## config.mk

```make
export PLATFORM = sky130hd
export DESIGN_NAME = hrp_mode_regs
export DESIGN_NICKNAME = d
export VERILOG_FILES = /design/src/hdl/hrp_pkg.sv /design/src/hdl/hrp_timing_if.sv /design/src/hdl/hrp_delay_line.sv /design/src/hdl/hrp_trs_decode.sv /design/src/hdl/hrp_mode_regs.sv
export SDC_FILE = /design/constraint.sdc
export NUM_CORES = 1
export LEC_CHECK = 0
export ABC_AREA = 0
export BUFFER_PORTS_ARGS = -buffer_cell sky130_fd_sc_hd__buf_2
export CAP_MARGIN = 10
export CORE_MARGIN = 1
export CORE_UTILIZATION = 59
export CTS_CLUSTER_SIZE = 8
export DETAILED_ROUTE_END_ITERATION = 12
export GPL_TIMING_DRIVEN = 0
export PLACE_DENSITY = 0.82
export SLEW_MARGIN = 10
export SYNTH_ARGS = -nofsm -noshare
export SYNTH_HDL_FRONTEND = slang
export SYNTH_SLANG_ARGS = --single-unit
```

## constraint.sdc

```tcl
create_clock -name clk_i -period 3.75 [get_ports clk_i]
set_input_delay 0.5625 -clock clk_i [delete_from_list [all_inputs] [get_ports clk_i]]
set_output_delay 0.5625 -clock clk_i [all_outputs]
set_load 0.03 [all_outputs]
```

## src/hdl/hrp_pkg.sv

```systemverilog
`default_nettype none
package hrp_pkg;
  // ----------------------------------------------------------------
  // Register indices; the byte address is four times the index.
  // ----------------------------------------------------------------
  localparam logic [7:0] IDX_FMT  = 8'h30;  // Format select.
  localparam logic [7:0] IDX_PAT  = 8'h31;  // Pattern and filter control.
  localparam logic [7:0] IDX_DLY  = 8'h32;  // Output delay.
  localparam logic [7:0] IDX_SYNC = 8'h34;  // Sync input select.
  localparam logic [7:0] IDX_STAT = 8'h3f;  // Read-only status.
  // Reset values.
  localparam logic [7:0] RST_FMT  = 8'h00;
  localparam logic [7:0] RST_PAT  = 8'h00;
  localparam logic [7:0] RST_DLY  = 8'h00;
  localparam logic [7:0] RST_SYNC = 8'h40;
  // Writable bits; the others are reserved and read as zero.
  localparam logic [7:0] MSK_FMT  = 8'hff;
  localparam logic [7:0] MSK_PAT  = 8'hfd;
  localparam logic [7:0] MSK_DLY  = 8'h7e;
  localparam logic [7:0] MSK_SYNC = 8'h40;
  // Field positions.
  localparam int unsigned OSTD_LSB = 0;
  localparam int unsigned EMB_BIT  = 2;
  localparam int unsigned STD_LSB  = 3;
  localparam int unsigned PDV_BIT  = 0;
  localparam int unsigned TPE_BIT  = 2;
  localparam int unsigned FLAT_BIT = 3;
  localparam int unsigned DLYY_LSB = 1;
  localparam int unsigned DLYC_LSB = 4;
  localparam int unsigned VSEL_BIT = 6;
  // Codes.
  localparam logic [1:0] OSTD_RSV  = 2'h3;
  localparam logic [4:0] STD_RSV_A = 5'h01;
  localparam logic [4:0] STD_RSV_B = 5'h0b;
  localparam logic [4:0] STD_RSV_C = 5'h0c;
  localparam logic [4:0] STD_LAST  = 5'h12;
  localparam logic [2:0] DLY_MAX   = 3'h4;
  localparam int unsigned STAGES   = 4;
  // Video words.
  localparam int unsigned DW       = 10;
  localparam int unsigned CNT_W    = 11;
  localparam logic [9:0] Y_WHITE   = 10'h3ac;
  localparam logic [9:0] Y_BLACK   = 10'h040;
  localparam logic [9:0] C_MID     = 10'h200;
  localparam logic [9:0] TRS_ONES  = 10'h3ff;
  localparam logic [9:0] TRS_ZERO  = 10'h000;
  localparam logic [3:0] HATCH_ON  = 4'h0;
  // Timing code search states.
  typedef enum logic [1:0] {S_HUNT, S_ONES, S_ZERO1, S_ZERO2} hrp_trs_state_e;
endpackage
`default_nettype wire

```

## src/hdl/hrp_timing_if.sv

```systemverilog
`default_nettype none
// Timing levels recovered from embedded codes.
interface hrp_timing_if;
  logic hs;   // Horizontal blanking, high active.
  logic vs;   // Vertical blanking, high active.
  logic fld;  // Field identity.
  modport src (output hs, output vs, output fld);
  modport dst (input hs, input vs, input fld);
endinterface
`default_nettype wire

```

## src/hdl/hrp_delay_line.sv

```systemverilog
`default_nettype none
// Tapped delay of zero to four clock cycles.
module hrp_delay_line (
  input  wire logic       clk_i,
  input  wire logic       rst_i,
  input  wire logic       ce_i,
  input  wire logic [9:0] din_i,
  input  wire logic [2:0] sel_i,
  output logic      [9:0] dout_o
);
  logic [9:0] tap [0:hrp_pkg::STAGES];  // Tap zero is the input itself.

  assign tap[0] = din_i;

  // ----------------------------------------------------------------
  // One register per stage.
  // ----------------------------------------------------------------
  for (genvar i = 1; i <= hrp_pkg::STAGES; i++) begin : g_stage
    always_ff @(posedge clk_i) begin
      if (rst_i) begin
        tap[i] <= '0;
      end else if (ce_i) begin
        tap[i] <= tap[i-1];
      end
    end
  end

  // Codes above four are clamped so a bad write cannot pick a missing tap.
  always_comb begin
    if (sel_i > hrp_pkg::DLY_MAX) begin
      dout_o = tap[hrp_pkg::STAGES];
    end else begin
      dout_o = tap[sel_i];
    end
  end
endmodule // hrp_delay_line
`default_nettype wire

```

## src/hdl/hrp_trs_decode.sv

```systemverilog
`default_nettype none
// Recovers timing from the code words of the luma stream.
module hrp_trs_decode (
  input  wire logic       clk_i,
  input  wire logic       rst_i,
  input  wire logic       ce_i,
  input  wire logic [9:0] y_i,
  hrp_timing_if.src       tm
);
  hrp_pkg::hrp_trs_state_e state_ff;  // Preamble search state.
  logic hs_ff;
  logic vs_ff;
  logic fld_ff;

  // ----------------------------------------------------------------
  // Preamble search and status word capture.
  // ----------------------------------------------------------------
  always_ff @(posedge clk_i) begin
    if (rst_i) begin
      state_ff <= hrp_pkg::S_HUNT;
    end else if (ce_i) begin
      case (state_ff)
        hrp_pkg::S_HUNT: state_ff <= (y_i == hrp_pkg::TRS_ONES) ? hrp_pkg::S_ONES
                                                                 : hrp_pkg::S_HUNT;
        hrp_pkg::S_ONES: state_ff <= (y_i == hrp_pkg::TRS_ZERO) ? hrp_pkg::S_ZERO1
                                                                 : hrp_pkg::S_HUNT;
        hrp_pkg::S_ZERO1: state_ff <= (y_i == hrp_pkg::TRS_ZERO) ? hrp_pkg::S_ZERO2
                                                                  : hrp_pkg::S_HUNT;
        default: state_ff <= hrp_pkg::S_HUNT;
      endcase
    end
  end

  // The status word only counts when its top bit is set.
  always_ff @(posedge clk_i) begin
    if (rst_i) begin
      hs_ff  <= 1'b0;
      vs_ff  <= 1'b0;
      fld_ff <= 1'b0;
    end else if (ce_i && state_ff == hrp_pkg::S_ZERO2 && y_i[9]) begin
      fld_ff <= y_i[8];
      vs_ff  <= y_i[7];
      hs_ff  <= y_i[6];
    end
  end

  assign tm.hs  = hs_ff;
  assign tm.vs  = vs_ff;
  assign tm.fld = fld_ff;
endmodule // hrp_trs_decode
`default_nettype wire

```

## src/hdl/hrp_mode_regs.sv

```systemverilog
// Notes on behaviour
// - Low two bits pick output level standard.
// - Bit 2 picks external sync or codes.
// - External sync uses HSYNC plus VSYNC or field.
// - Upper five bits pick input video standard.
// - Further codes pick 1035i/1080i/1080p; some reserved.
// - Second register bit 0 enables pixel-valid.
// - Second register bit 2 enables test pattern.
// - Bit 3 picks hatch or flat pattern.
// - Luma delayed zero to four cycles.
// - Chroma delayed zero to four, independently.
`default_nettype none
module hrp_mode_regs (
  input  wire logic        clk_i,        // System clock.
  input  wire logic        rst_i,        // Synchronous reset.
  input  wire logic        ce_i,         // Freezes all state when low.
  input  wire logic        wb_cyc_i,
  input  wire logic        wb_stb_i,
  input  wire logic        wb_we_i,
  input  wire logic [7:0]  wb_adr_i,
  input  wire logic [3:0]  wb_sel_i,
  input  wire logic [31:0] wb_dat_i,
  output logic      [31:0] wb_dat_o,
  output logic             wb_ack_o,
  input  wire logic [9:0]  pix_y_i,      // Luma pins.
  input  wire logic [9:0]  pix_c_i,      // Chroma pins.
  input  wire logic        pix_valid_i,  // Pixel data valid pin.
  input  wire logic        hsync_n_i,    // Horizontal sync pin, low active.
  input  wire logic        vsync_i,      // Vertical sync pin.
  input  wire logic        field_i,      // Field pin.
  output logic      [9:0]  y_o,
  output logic      [9:0]  c_o,
  output logic             hsync_o,
  output logic             vsync_o,
  output logic             field_o,
  output logic      [1:0]  out_std_o,
  output logic      [4:0]  std_code_o,
  output logic             std_bad_o
);

  // ----------------------------------------------------------------
  // Declarations.
  // ----------------------------------------------------------------
  logic [7:0] fmt_ff;       // Format select register.
  logic [7:0] pat_ff;       // Pattern and filter control register.
  logic [7:0] dly_ff;       // Output delay register.
  logic [7:0] sync_ff;      // Sync input select register.
  logic       ack_ff;       // Bus acknowledge.
  logic [7:0] rd_ff;        // Registered read byte.
  logic       req;          // Bus request seen.
  logic       wr_go;        // Write commits this edge.
  logic [7:0] idx;          // Register index from the address.
  logic [7:0] nxt_rd;       // Read mux.
  logic [9:0] y_s1_ff, y_s2_ff, c_s1_ff, c_s2_ff;
  logic [4:0] ctl_s1_ff, ctl_s2_ff;  // Valid, hsync_n, vsync, field.
  logic       fld_d_ff;     // Previous field level.
  logic [9:0] y_cap_ff;     // Accepted luma sample.
  logic [9:0] c_cap_ff;     // Accepted chroma sample.
  logic [9:0] y_src;        // Luma before delay.
  logic [9:0] c_src;        // Chroma before delay.
  logic [9:0] y_dly, c_dly;
  logic       hs_ext, vs_ext, fld_ext;
  logic       hs_sel, vs_sel, fld_sel;
  logic       hs_d_ff, vs_d_ff;
  logic [hrp_pkg::CNT_W-1:0] hcnt_ff, lcnt_ff;
  logic       hatch_on;
  logic       std_rsv;
  logic       ostd_rsv;
  logic [4:0] std;

  hrp_timing_if tm ();

  // ----------------------------------------------------------------
  // Wishbone slave.
  // ----------------------------------------------------------------
  assign req   = wb_cyc_i && wb_stb_i;
  assign idx   = {2'h0, wb_adr_i[7:2]};
  // A write lands on the edge where the master sees ack.
  assign wr_go = ce_i && req && ack_ff && wb_we_i && wb_sel_i[0];

  // Ack rises one edge after the request and drops the edge after.
  always_ff @(posedge clk_i) begin
    if (rst_i) begin
      ack_ff <= 1'b0;
    end else if (ce_i) begin
      ack_ff <= req && !ack_ff;
    end
  end

  // Unmapped indices read as zero and ignore writes.
  always_comb begin
    nxt_rd = 8'h00;
    case (idx)
      hrp_pkg::IDX_FMT:  nxt_rd = fmt_ff;
      hrp_pkg::IDX_PAT:  nxt_rd = pat_ff;
      hrp_pkg::IDX_DLY:  nxt_rd = dly_ff;
      hrp_pkg::IDX_SYNC: nxt_rd = sync_ff;
      hrp_pkg::IDX_STAT: nxt_rd = {3'h0, fld_sel, vs_sel, hs_sel, ostd_rsv, std_rsv};
      default:           nxt_rd = 8'h00;
    endcase
  end

  // Read data is caught with the ack so it is stable when sampled.
  always_ff @(posedge clk_i) begin
    if (rst_i) begin
      rd_ff <= 8'h00;
    end else if (ce_i && req && !ack_ff) begin
      rd_ff <= nxt_rd;
    end
  end

  assign wb_dat_o = {24'h0, rd_ff};
  assign wb_ack_o = ack_ff;

  always_ff @(posedge clk_i) begin
    if (rst_i) begin
      fmt_ff  <= hrp_pkg::RST_FMT;
      pat_ff  <= hrp_pkg::RST_PAT;
      dly_ff  <= hrp_pkg::RST_DLY;
      sync_ff <= hrp_pkg::RST_SYNC;
    end else if (wr_go) begin
      case (idx)
        hrp_pkg::IDX_FMT:  fmt_ff  <= wb_dat_i[7:0] & hrp_pkg::MSK_FMT;
        hrp_pkg::IDX_PAT:  pat_ff  <= wb_dat_i[7:0] & hrp_pkg::MSK_PAT;
        hrp_pkg::IDX_DLY:  dly_ff  <= wb_dat_i[7:0] & hrp_pkg::MSK_DLY;
        hrp_pkg::IDX_SYNC: sync_ff <= wb_dat_i[7:0] & hrp_pkg::MSK_SYNC;
        default: begin
        end
      endcase
    end
  end

  // ----------------------------------------------------------------
  // Pin synchronisers.
  // ----------------------------------------------------------------
  // Every pin passes two flops; only the second stage is read.
  always_ff @(posedge clk_i) begin
    if (rst_i) begin
      y_s1_ff   <= '0;
      y_s2_ff   <= '0;
      c_s1_ff   <= '0;
      c_s2_ff   <= '0;
      ctl_s1_ff <= 5'h02;
      ctl_s2_ff <= 5'h02;
    end else if (ce_i) begin
      y_s1_ff   <= pix_y_i;
      y_s2_ff   <= y_s1_ff;
      c_s1_ff   <= pix_c_i;
      c_s2_ff   <= c_s1_ff;
      ctl_s1_ff <= {1'b0, field_i, vsync_i, hsync_n_i, pix_valid_i};
      ctl_s2_ff <= ctl_s1_ff;
    end
  end

  // ----------------------------------------------------------------
  // Timing source selection.
  // ----------------------------------------------------------------
  hrp_trs_decode u_trs (
    .clk_i (clk_i),
    .rst_i (rst_i),
    .ce_i  (ce_i),
    .y_i   (y_s2_ff),
    .tm    (tm.src)
  );

  always_ff @(posedge clk_i) begin
    if (rst_i) begin
      fld_d_ff <= 1'b0;
    end else if (ce_i) begin
      fld_d_ff <= ctl_s2_ff[3];
    end
  end

  // VSYNC or field pin
  // In field mode a field change stands in for the vertical edge.
  assign hs_ext  = !ctl_s2_ff[1];
  assign vs_ext  = sync_ff[hrp_pkg::VSEL_BIT] ? ctl_s2_ff[2]
                                              : (ctl_s2_ff[3] != fld_d_ff);
  assign fld_ext = sync_ff[hrp_pkg::VSEL_BIT] ? 1'b0 : ctl_s2_ff[3];

  assign hs_sel  = fmt_ff[hrp_pkg::EMB_BIT] ? tm.hs  : hs_ext;
  assign vs_sel  = fmt_ff[hrp_pkg::EMB_BIT] ? tm.vs  : vs_ext;
  assign fld_sel = fmt_ff[hrp_pkg::EMB_BIT] ? tm.fld : fld_ext;

  always_ff @(posedge clk_i) begin
    if (rst_i) begin
      hsync_o <= 1'b0;
      vsync_o <= 1'b0;
      field_o <= 1'b0;
    end else if (ce_i) begin
      hsync_o <= hs_sel;
      vsync_o <= vs_sel;
      field_o <= fld_sel;
    end
  end

  // ----------------------------------------------------------------
  // Pattern counters.
  // ----------------------------------------------------------------
  // Lines start at the sync's leading edge, frames at vertical start.
  always_ff @(posedge clk_i) begin
    if (rst_i) begin
      hs_d_ff <= 1'b0;
      vs_d_ff <= 1'b0;
      hcnt_ff <= '0;
      lcnt_ff <= '0;
    end else if (ce_i) begin
      hs_d_ff <= hs_sel;
      vs_d_ff <= vs_sel;
      hcnt_ff <= (hs_sel && !hs_d_ff) ? '0 : hcnt_ff + 1'b1;
      if (vs_sel && !vs_d_ff) begin
        lcnt_ff <= '0;
      end else if (hs_sel && !hs_d_ff) begin
        lcnt_ff <= lcnt_ff + 1'b1;
      end
    end
  end

  assign hatch_on = hcnt_ff[3:0] == hrp_pkg::HATCH_ON || lcnt_ff[3:0] == hrp_pkg::HATCH_ON;

  // ----------------------------------------------------------------
  // Video capture and source.
  // ----------------------------------------------------------------
  // pixel data valid gate
  // With the gate on, invalid samples repeat the last good one.
  always_ff @(posedge clk_i) begin
    if (rst_i) begin
      y_cap_ff <= hrp_pkg::Y_BLACK;
      c_cap_ff <= hrp_pkg::C_MID;
    end else if (ce_i && (!pat_ff[hrp_pkg::PDV_BIT] || ctl_s2_ff[0])) begin
      y_cap_ff <= y_s2_ff;
      c_cap_ff <= c_s2_ff;
    end
  end

  always_comb begin
    y_src = y_cap_ff;
    c_src = c_cap_ff;
    if (pat_ff[hrp_pkg::TPE_BIT]) begin
      c_src = hrp_pkg::C_MID;
      if (pat_ff[hrp_pkg::FLAT_BIT]) begin
        y_src = hrp_pkg::Y_WHITE;
      end else begin
        y_src = hatch_on ? hrp_pkg::Y_WHITE : hrp_pkg::Y_BLACK;
      end
    end
  end

  // ----------------------------------------------------------------
  // Output delays and registers.
  // ----------------------------------------------------------------
  // luma delay taps
  hrp_delay_line u_dly_y (
    .clk_i  (clk_i),
    .rst_i  (rst_i),
    .ce_i   (ce_i),
    .din_i  (y_src),
    .sel_i  (dly_ff[hrp_pkg::DLYY_LSB +: 3]),
    .dout_o (y_dly)
  );

  hrp_delay_line u_dly_c (
    .clk_i  (clk_i),
    .rst_i  (rst_i),
    .ce_i   (ce_i),
    .din_i  (c_src),
    .sel_i  (dly_ff[hrp_pkg::DLYC_LSB +: 3]),
    .dout_o (c_dly)
  );

  always_ff @(posedge clk_i) begin
    if (rst_i) begin
      y_o <= hrp_pkg::Y_BLACK;
      c_o <= hrp_pkg::C_MID;
    end else if (ce_i) begin
      y_o <= y_dly;
      c_o <= c_dly;
    end
  end

  // ----------------------------------------------------------------
  // Standard selection outputs.
  // ----------------------------------------------------------------
  // five-bit standard code
  assign std      = fmt_ff[hrp_pkg::STD_LSB +: 5];
  assign std_rsv  = std == hrp_pkg::STD_RSV_A || std == hrp_pkg::STD_RSV_B ||
                    std == hrp_pkg::STD_RSV_C || std > hrp_pkg::STD_LAST;
  assign ostd_rsv = fmt_ff[hrp_pkg::OSTD_LSB +: 2] == hrp_pkg::OSTD_RSV;

  always_ff @(posedge clk_i) begin
    if (rst_i) begin
      out_std_o  <= 2'h0;
      std_code_o <= 5'h00;
      std_bad_o  <= 1'b0;
    end else if (ce_i) begin
      out_std_o  <= fmt_ff[hrp_pkg::OSTD_LSB +: 2];
      std_code_o <= std;
      std_bad_o  <= std_rsv;
    end
  end
endmodule // hrp_mode_regs
`default_nettype wire

```

; ---- Word level (Yosys, flattened, before mapping)
; Cells that the tools add are included.
[totals]
ff_bits = 238
latchBits = 0
ramBits = 0
mem_bits_ro = 0
in_bits = 74
out_inout_bits = 64
wordCells = 117
mem_count = 0
[op_classes]
add_sub_neg = 2
multipliers = 0
div_mod_pow = 0
n_lt_le_gt_ge = 5
n_eq_ne = 14
n_shift = 0
muxes = 25
n_bitwise = 2
reduce_logical = 32
[ops]
columns = cell, n
row1 = $mux W10, 10
row2 = $bmux W10 S3, 2
row3 = $pmux W8 S5, 1
row4 = $mux W11, 3
row5 = $eq A6 B6 Y1 const B, 5
row6 = $add A11 B1 Y11 const B, 2
row7 = $logic_and A1 B1 Y1, 12
row8 = $eq A10 B10 Y1 const B, 1
row9 = $eq A5 B4 Y1 const B, 2
row10 = $logic_not A10 Y1, 1
row11 = $reduce_and A2 Y1, 5
row12 = $ge A4 B4 Y1 const B, 2
row13 = $logic_not A4 Y1, 2
row14 = $not A3 Y4, 2
row15 = $eq A2 B2 Y1 const B, 3
row16 = $gt A3 B3 Y1 const B, 2
row17 = $mux W1, 6
row18 = $pmux W2 S3, 1
row19 = $eq A5 B1 Y1 const B, 1
row20 = $gt A5 B5 Y1 const B, 1
row21 = $logic_not A1 Y1, 5
row22 = $logic_or A1 B1 Y1, 5
row23 = $mux W2, 2
row24 = $eq A2 B1 Y1 const B, 1
row25 = 3 further kinds, 3

; ---- Depth between registers and ports, before layout
[depth]
word_depth = 9
mapped_depth = 7

; ---- By module
; A second synthesis with hierarchy kept.
[unflattened]
cells_unflattened = 1032
hier_area_um2 = 9880.7
[modules_own_cells]
columns = mod, n_inst, cells_per_inst, area_each_um2, seq_area_each_um2
row1 = hrp_mode_regs, 1, 633, 5765.5, 2782.7
row2 = hrp_delay_line, 2, 186, 1933.1, 800.8
row3 = hrp_trs_decode, 1, 27, 249.0, 100.1

; ---- Least setup slack after synthesis
; OpenSTA, ideal clock, no wires.
[synth_timing]
kind = input to register
start = input port wb_adr_i[4]
end = register pat_ff[0]
setup_time_ps = 128
arrival_ps = 1564
t_required_ps = 3622
setup_slack_ps = 2058
stages = 7
path_buffers = 2
cell_sequence = buf_6 -> nand4bb_4 -> nor2b_4 -> and2_4 -> buf_12 -> mux2i_1 -> nor2_1
[synth_via]
elab_chain_len = 2
[synth_rtl]
columns = item, line
row1 = "start, declared", hrp_mode_regs.sv:20  ; input wire logic [7:0] wb_adr_i,
row2 = $eq A6 B6 Y1, hrp_mode_regs.sv:122  ; case (idx)
row3 = $reduce_and A2 Y1 (no source line), n/a
row4 = "end signal, assigned", hrp_mode_regs.sv:118  ; pat_ff <= hrp_pkg::RST_PAT;
row5 = "end signal, assigned", hrp_mode_regs.sv:124  ; hrp_pkg::IDX_PAT: pat_ff <= wb_dat_i[7:0] & hrp_pkg::MSK_PAT;
row6 = "end, declared", hrp_mode_regs.sv:45  ; logic [7:0] pat_ff;
; No other way between the ends.
; A chain may end at the register's enable or synchronous reset.

; ---- Worst setup path after layout
[layout_timing]
start = register hcnt_ff[0] in the netlist's numbering
end = register y_o[8]
[layout_via]
elab_chain_len = 9
[layout_rtl]
columns = item, line
row1 = "start, declared", hrp_mode_regs.sv:65  ; logic [hrp_pkg::CNT_W-1:0] hcnt_ff, lcnt_ff;
row2 = "start signal, assigned", hrp_mode_regs.sv:210  ; hcnt_ff <= (hs_sel && !hs_d_ff) ? '0 : hcnt_ff + 1'b1;
row3 = $logic_not A4 Y1, hrp_mode_regs.sv:219  ; assign hatch_on = hcnt_ff[3:0] == hrp_pkg::HATCH_ON || lcnt_ff[3:0] == hrp_pkg::HATCH_ON;
row4 = $logic_or A1 B1 Y1, hrp_mode_regs.sv:219
row5 = $mux W10, hrp_mode_regs.sv:244  ; y_src = hatch_on ? hrp_pkg::Y_WHITE : hrp_pkg::Y_BLACK;
row6 = $mux W10, hrp_mode_regs.sv:241  ; if (pat_ff[hrp_pkg::FLAT_BIT]) begin
row7 = $mux W10, hrp_mode_regs.sv:239  ; if (pat_ff[hrp_pkg::TPE_BIT]) begin
row8 = $bmux W10 S3, hrp_delay_line.sv:33  ; dout_o = tap[sel_i];
row9 = $mux W10 (not written as such) (2 in a row), hrp_delay_line.sv:33
row10 = $mux W10, hrp_delay_line.sv:30  ; if (sel_i > hrp_pkg::DLY_MAX) begin
row11 = "end signal, assigned", hrp_mode_regs.sv:273  ; y_o <= hrp_pkg::Y_BLACK;
row12 = "end signal, assigned", hrp_mode_regs.sv:276  ; y_o <= y_dly;
row13 = "end, declared", hrp_mode_regs.sv:31  ; output logic [9:0] y_o,
; No other way between the ends. The select of a mux whose other input is x is not followed.

==> results.cfg <==
[setup_path]
arrival_ns = 2.40
path_buf_inv = 1
crit_path_start_kind = register
ff2ff_path_depth = 7
r2r-start = hcnt_ff[0]
crit_path_top_delay_cell = dfxtp_1
worst-setup-path-type = register to register
crit_path_cell_trace = inv_1, ha_1, nor3b_1, o31ai_1, nor2_1, o21ai_0, a211oi_1
critPathCaptureType = register
required_ns = 4.21
cpPeakStageDelay_ns = 0.36
r2r-end = y_o[8]
cp_top_family = compound AO/OA/AOI/OAI gates
r2r_slack_ns = 1.81
critical_path.max_fanout = 6

[route]
dr_wl_met3_mm = 2.25
drt-total-wl_mm = 24.9
routed.top_layer = met4
firstDrtPassIters = 5
drt_iter0_drc = 681
drc = 0
wl_per_cell_um = 18.0
wl_met2_mm = 11.0
via_count = 7993
ant_nets = 0
routed_via_density = 5.80
wl_met1_mm = 10.6

[clock_tree]
cts_setup_buffers = 0
clk_pin_slew_ns = 0.05
root_buffer = clkbuf_16
clock_tree.buffer_depth = 3
cts_sinks = 224
clkLatencyLatePin_ns = 0.55
post_cts_resized = 0
cts_buffers = 31
hold_buffers = 0
cts_tree = built
htree_levels = 1

[global_routing]
gr-total-overflow = 0
grt_max_degree = 17
grt_usage = 0.302
grt_pass1_vias = 7517
antenna_found_initial = 0
grt_first_pass_wirelength_mm = 39.2

[pwr]
p_int_w = 0.00402
swShare = 0.238
p_leak_nw = 4.70
combPwrFrac = 0.078
power_density_nw_per_um2 = 473
p_clk_frac = 0.453
netSwitchingPower_w = 0.00125
seq_power_share = 0.469
ir_drop_v = 0.000395
power.total_w = 0.00528

[sta]
max_freq_mhz = 515
hold_violations = 0
setup_viol = 0
fin_crit_sh = 0.518
setup-tns-final_ns = 0
clock_skew_ns = 0.0123
slew_violations = 0
rsz0062_at_grt = no
period_minus_slack_ns = 1.94
worstMarginPinSlew_ns = 0.753
relSlewSlack = 0.498

[hold_path]
min-delay-start = pix_y_i[6]
hold_end = y_s1_ff[6]
min_path_type = primary input to register
hold_depth = 3

[yosys]
yosys.cell_types.count = 64
synth_edf_count = 0
avgSynthCellArea_um2 = 9.35
seq_area_frac_synth = 0.467
ys.warnings.count = 0
synthCells = 1027
synth_compound_area_frac = 0.106
synth-seq-cells = 224
synth_xor_area_frac = 0.000912
synth_mux_area_frac = 0.189
synthAdderAreaFrac = 0.00638
synth_simple_gate_area_share = 0.170
async_reset_ff_frac = 0
synthFlopType = dfxtp_1
synth_top_family_by_area = multiplexers
syn-cell-area_um2 = 9600

[placed_design]
port_buffers = 81
place_area_um2 = 10400
dp_hpwl_mm = 17.4
gp_congestion = 0.954

[floorplanning]
die_height_um = 130
die_area_um2 = 16800
chipWidth_um = 130
ioPinCount = 138
initial_core_util = 0.605
floorplan.rows = 46
core_area_um2 = 15900

[layout]
syn_to_final_growth_pct = 16.2
final_layout_size_suffix_gt1_frac = 0.167
nets = 1242
final_design_area_no_fill_um2 = 11200
n_antenna_cell = 0

[outcome]
outcome = completed

[job]
maxCapViolations = 0
==> power groups by stage <==
| stage | sequential (W) | combinational, W | clock, W |
|---|---|---|---|
| 2_1_floorplan | 0.00254 | 0.000266 | 0 |
| 6_report | 0.00248 | 0.000410 | 0.00239 |
| 3_5_place_dp | 0.00252 | 0.000403 | 0 |
| 4_1_cts | 0.00248 | 0.000406 | 0.00240 |
| 5_1_grt | 0.00248 | 0.000443 | 0.00250 |
| 3_3_place_gp | 0.00252 | 0.000396 | 0 |
==> cell usage in the layout, fill, tap and decap left out, types with 6 or more instances in the layout <==
| master | n |
|---|---|
| dfxtp_1 | 224 |
| o22ai_1 | 10 |
| buf_2 | 106 |
| conb_1 | 24 |
| nand3b_1 | 11 |
| nor3_1 | 7 |
| nand3_1 | 6 |
| inv_1 | 11 |
| mux2i_1 | 170 |
| a211oi_1 | 43 |
| nor3b_1 | 7 |
| a21oi_1 | 53 |
| nand4_1 | 7 |
| nor2_1 | 187 |
| nand2_1 | 86 |
| o21ai_0 | 27 |
| nor3b_2 | 6 |
| buf_4 | 25 |
| nor2b_1 | 11 |
| buf_1 | 10 |
| clkbuf_1 | 29 |
| clkbuf_16 | 31 |
==> registers in the layout (all words and copies together) (netlist names), 6 cells and up <==
signal,cells
y_o,10
y_s2_ff,10
c_o,10
y_cap_ff,10
u_dly_y.tap,40
c_cap_ff,10
u_dly_c.tap,40
fmt_ff,8
dly_ff,6
rd_ff,8
y_s1_ff,10
pat_ff,7
c_s1_ff,10
c_s2_ff,10
==> final cells by class <==
type                       count  area [µm²]
sequential                   224        4480
clock inverter                 1        20.0
fill                        1237        4720
multi-input combinational    719        4630
inverter                      12        45.0
buffer                        95         536
timing repair buffer          81         405
tap                          216         270
clock buffer                  31         776
==> how the worst max path moves through the flow <==
stage,from,to,slack (ns),cells after the start
4_1_cts,hcnt_ff[0],y_o[6],1.90,7
6_report,hcnt_ff[0],y_o[8],1.81,7
3_3_place_gp,rst_i,dly_ff[5],1.38,4
5_1_grt,lcnt_ff[0],y_o[6],1.61,7
2_1_floorplan,wb_adr_i[4],pat_ff[0],2.06,7
3_5_place_dp,rst_i,dly_ff[5],1.37,4
==> worst min-delay path, stage by stage <==
cell and delay [ns]:
buf_2 0.07, mux2i_1 0.05, nor2_1 0.07
==> cell families after synthesis <==
family | count (synthesis)
other cells | 1
flops | 224
simple gates | 353
compound gates | 161
fa+ha+maj | 5
buf+inv | 107
mux | 175
xor+xnor | 1
==> synth_stat cells, types with 6 or more instances <==
library cell,instances,area share
o21ai_0,27,0.014
a21oi_1,53,0.028
buf_2,25,0.013
buf_1,10,0.0039
dfxtp_1,224,0.47
nand3_1,6,0.0031
clkbuf_1,29,0.011
a211oi_1,43,0.034
nand4_1,7,0.0046
inv_1,11,0.0043
mux2i_1,170,0.18
nor3b_1,7,0.0055
nor2b_1,11,0.0072
nand3b_1,11,0.0086
buf_4,25,0.020
o22ai_1,10,0.0065
nor3b_2,6,0.0078
nand2_1,86,0.034
nor2_1,187,0.073
nor3_1,7,0.0036
==> per-layer routing <==
layer / up-vias / GRT usage
met3: 67 / 0.0557
met1: 3766 / 0.407
li1: 3774 / -
met2: 386 / 0.477
met5: - / 0
met4: 0 / 0.128
==> metrics by stage <==
step                setup WS (ns)   util  hold slack [ns]  cells
finish                       1.81  0.703            0.249   1379
global route                 1.61  0.703            0.262   1379
CTS                          1.90  0.703            0.237   1379
detailed placement           1.37  0.653            0.442   1347
global placement             1.38  0.653            0.438   1347
floorplan                    2.06      -            0.431   1050
(Power assumes the default switching activity.)
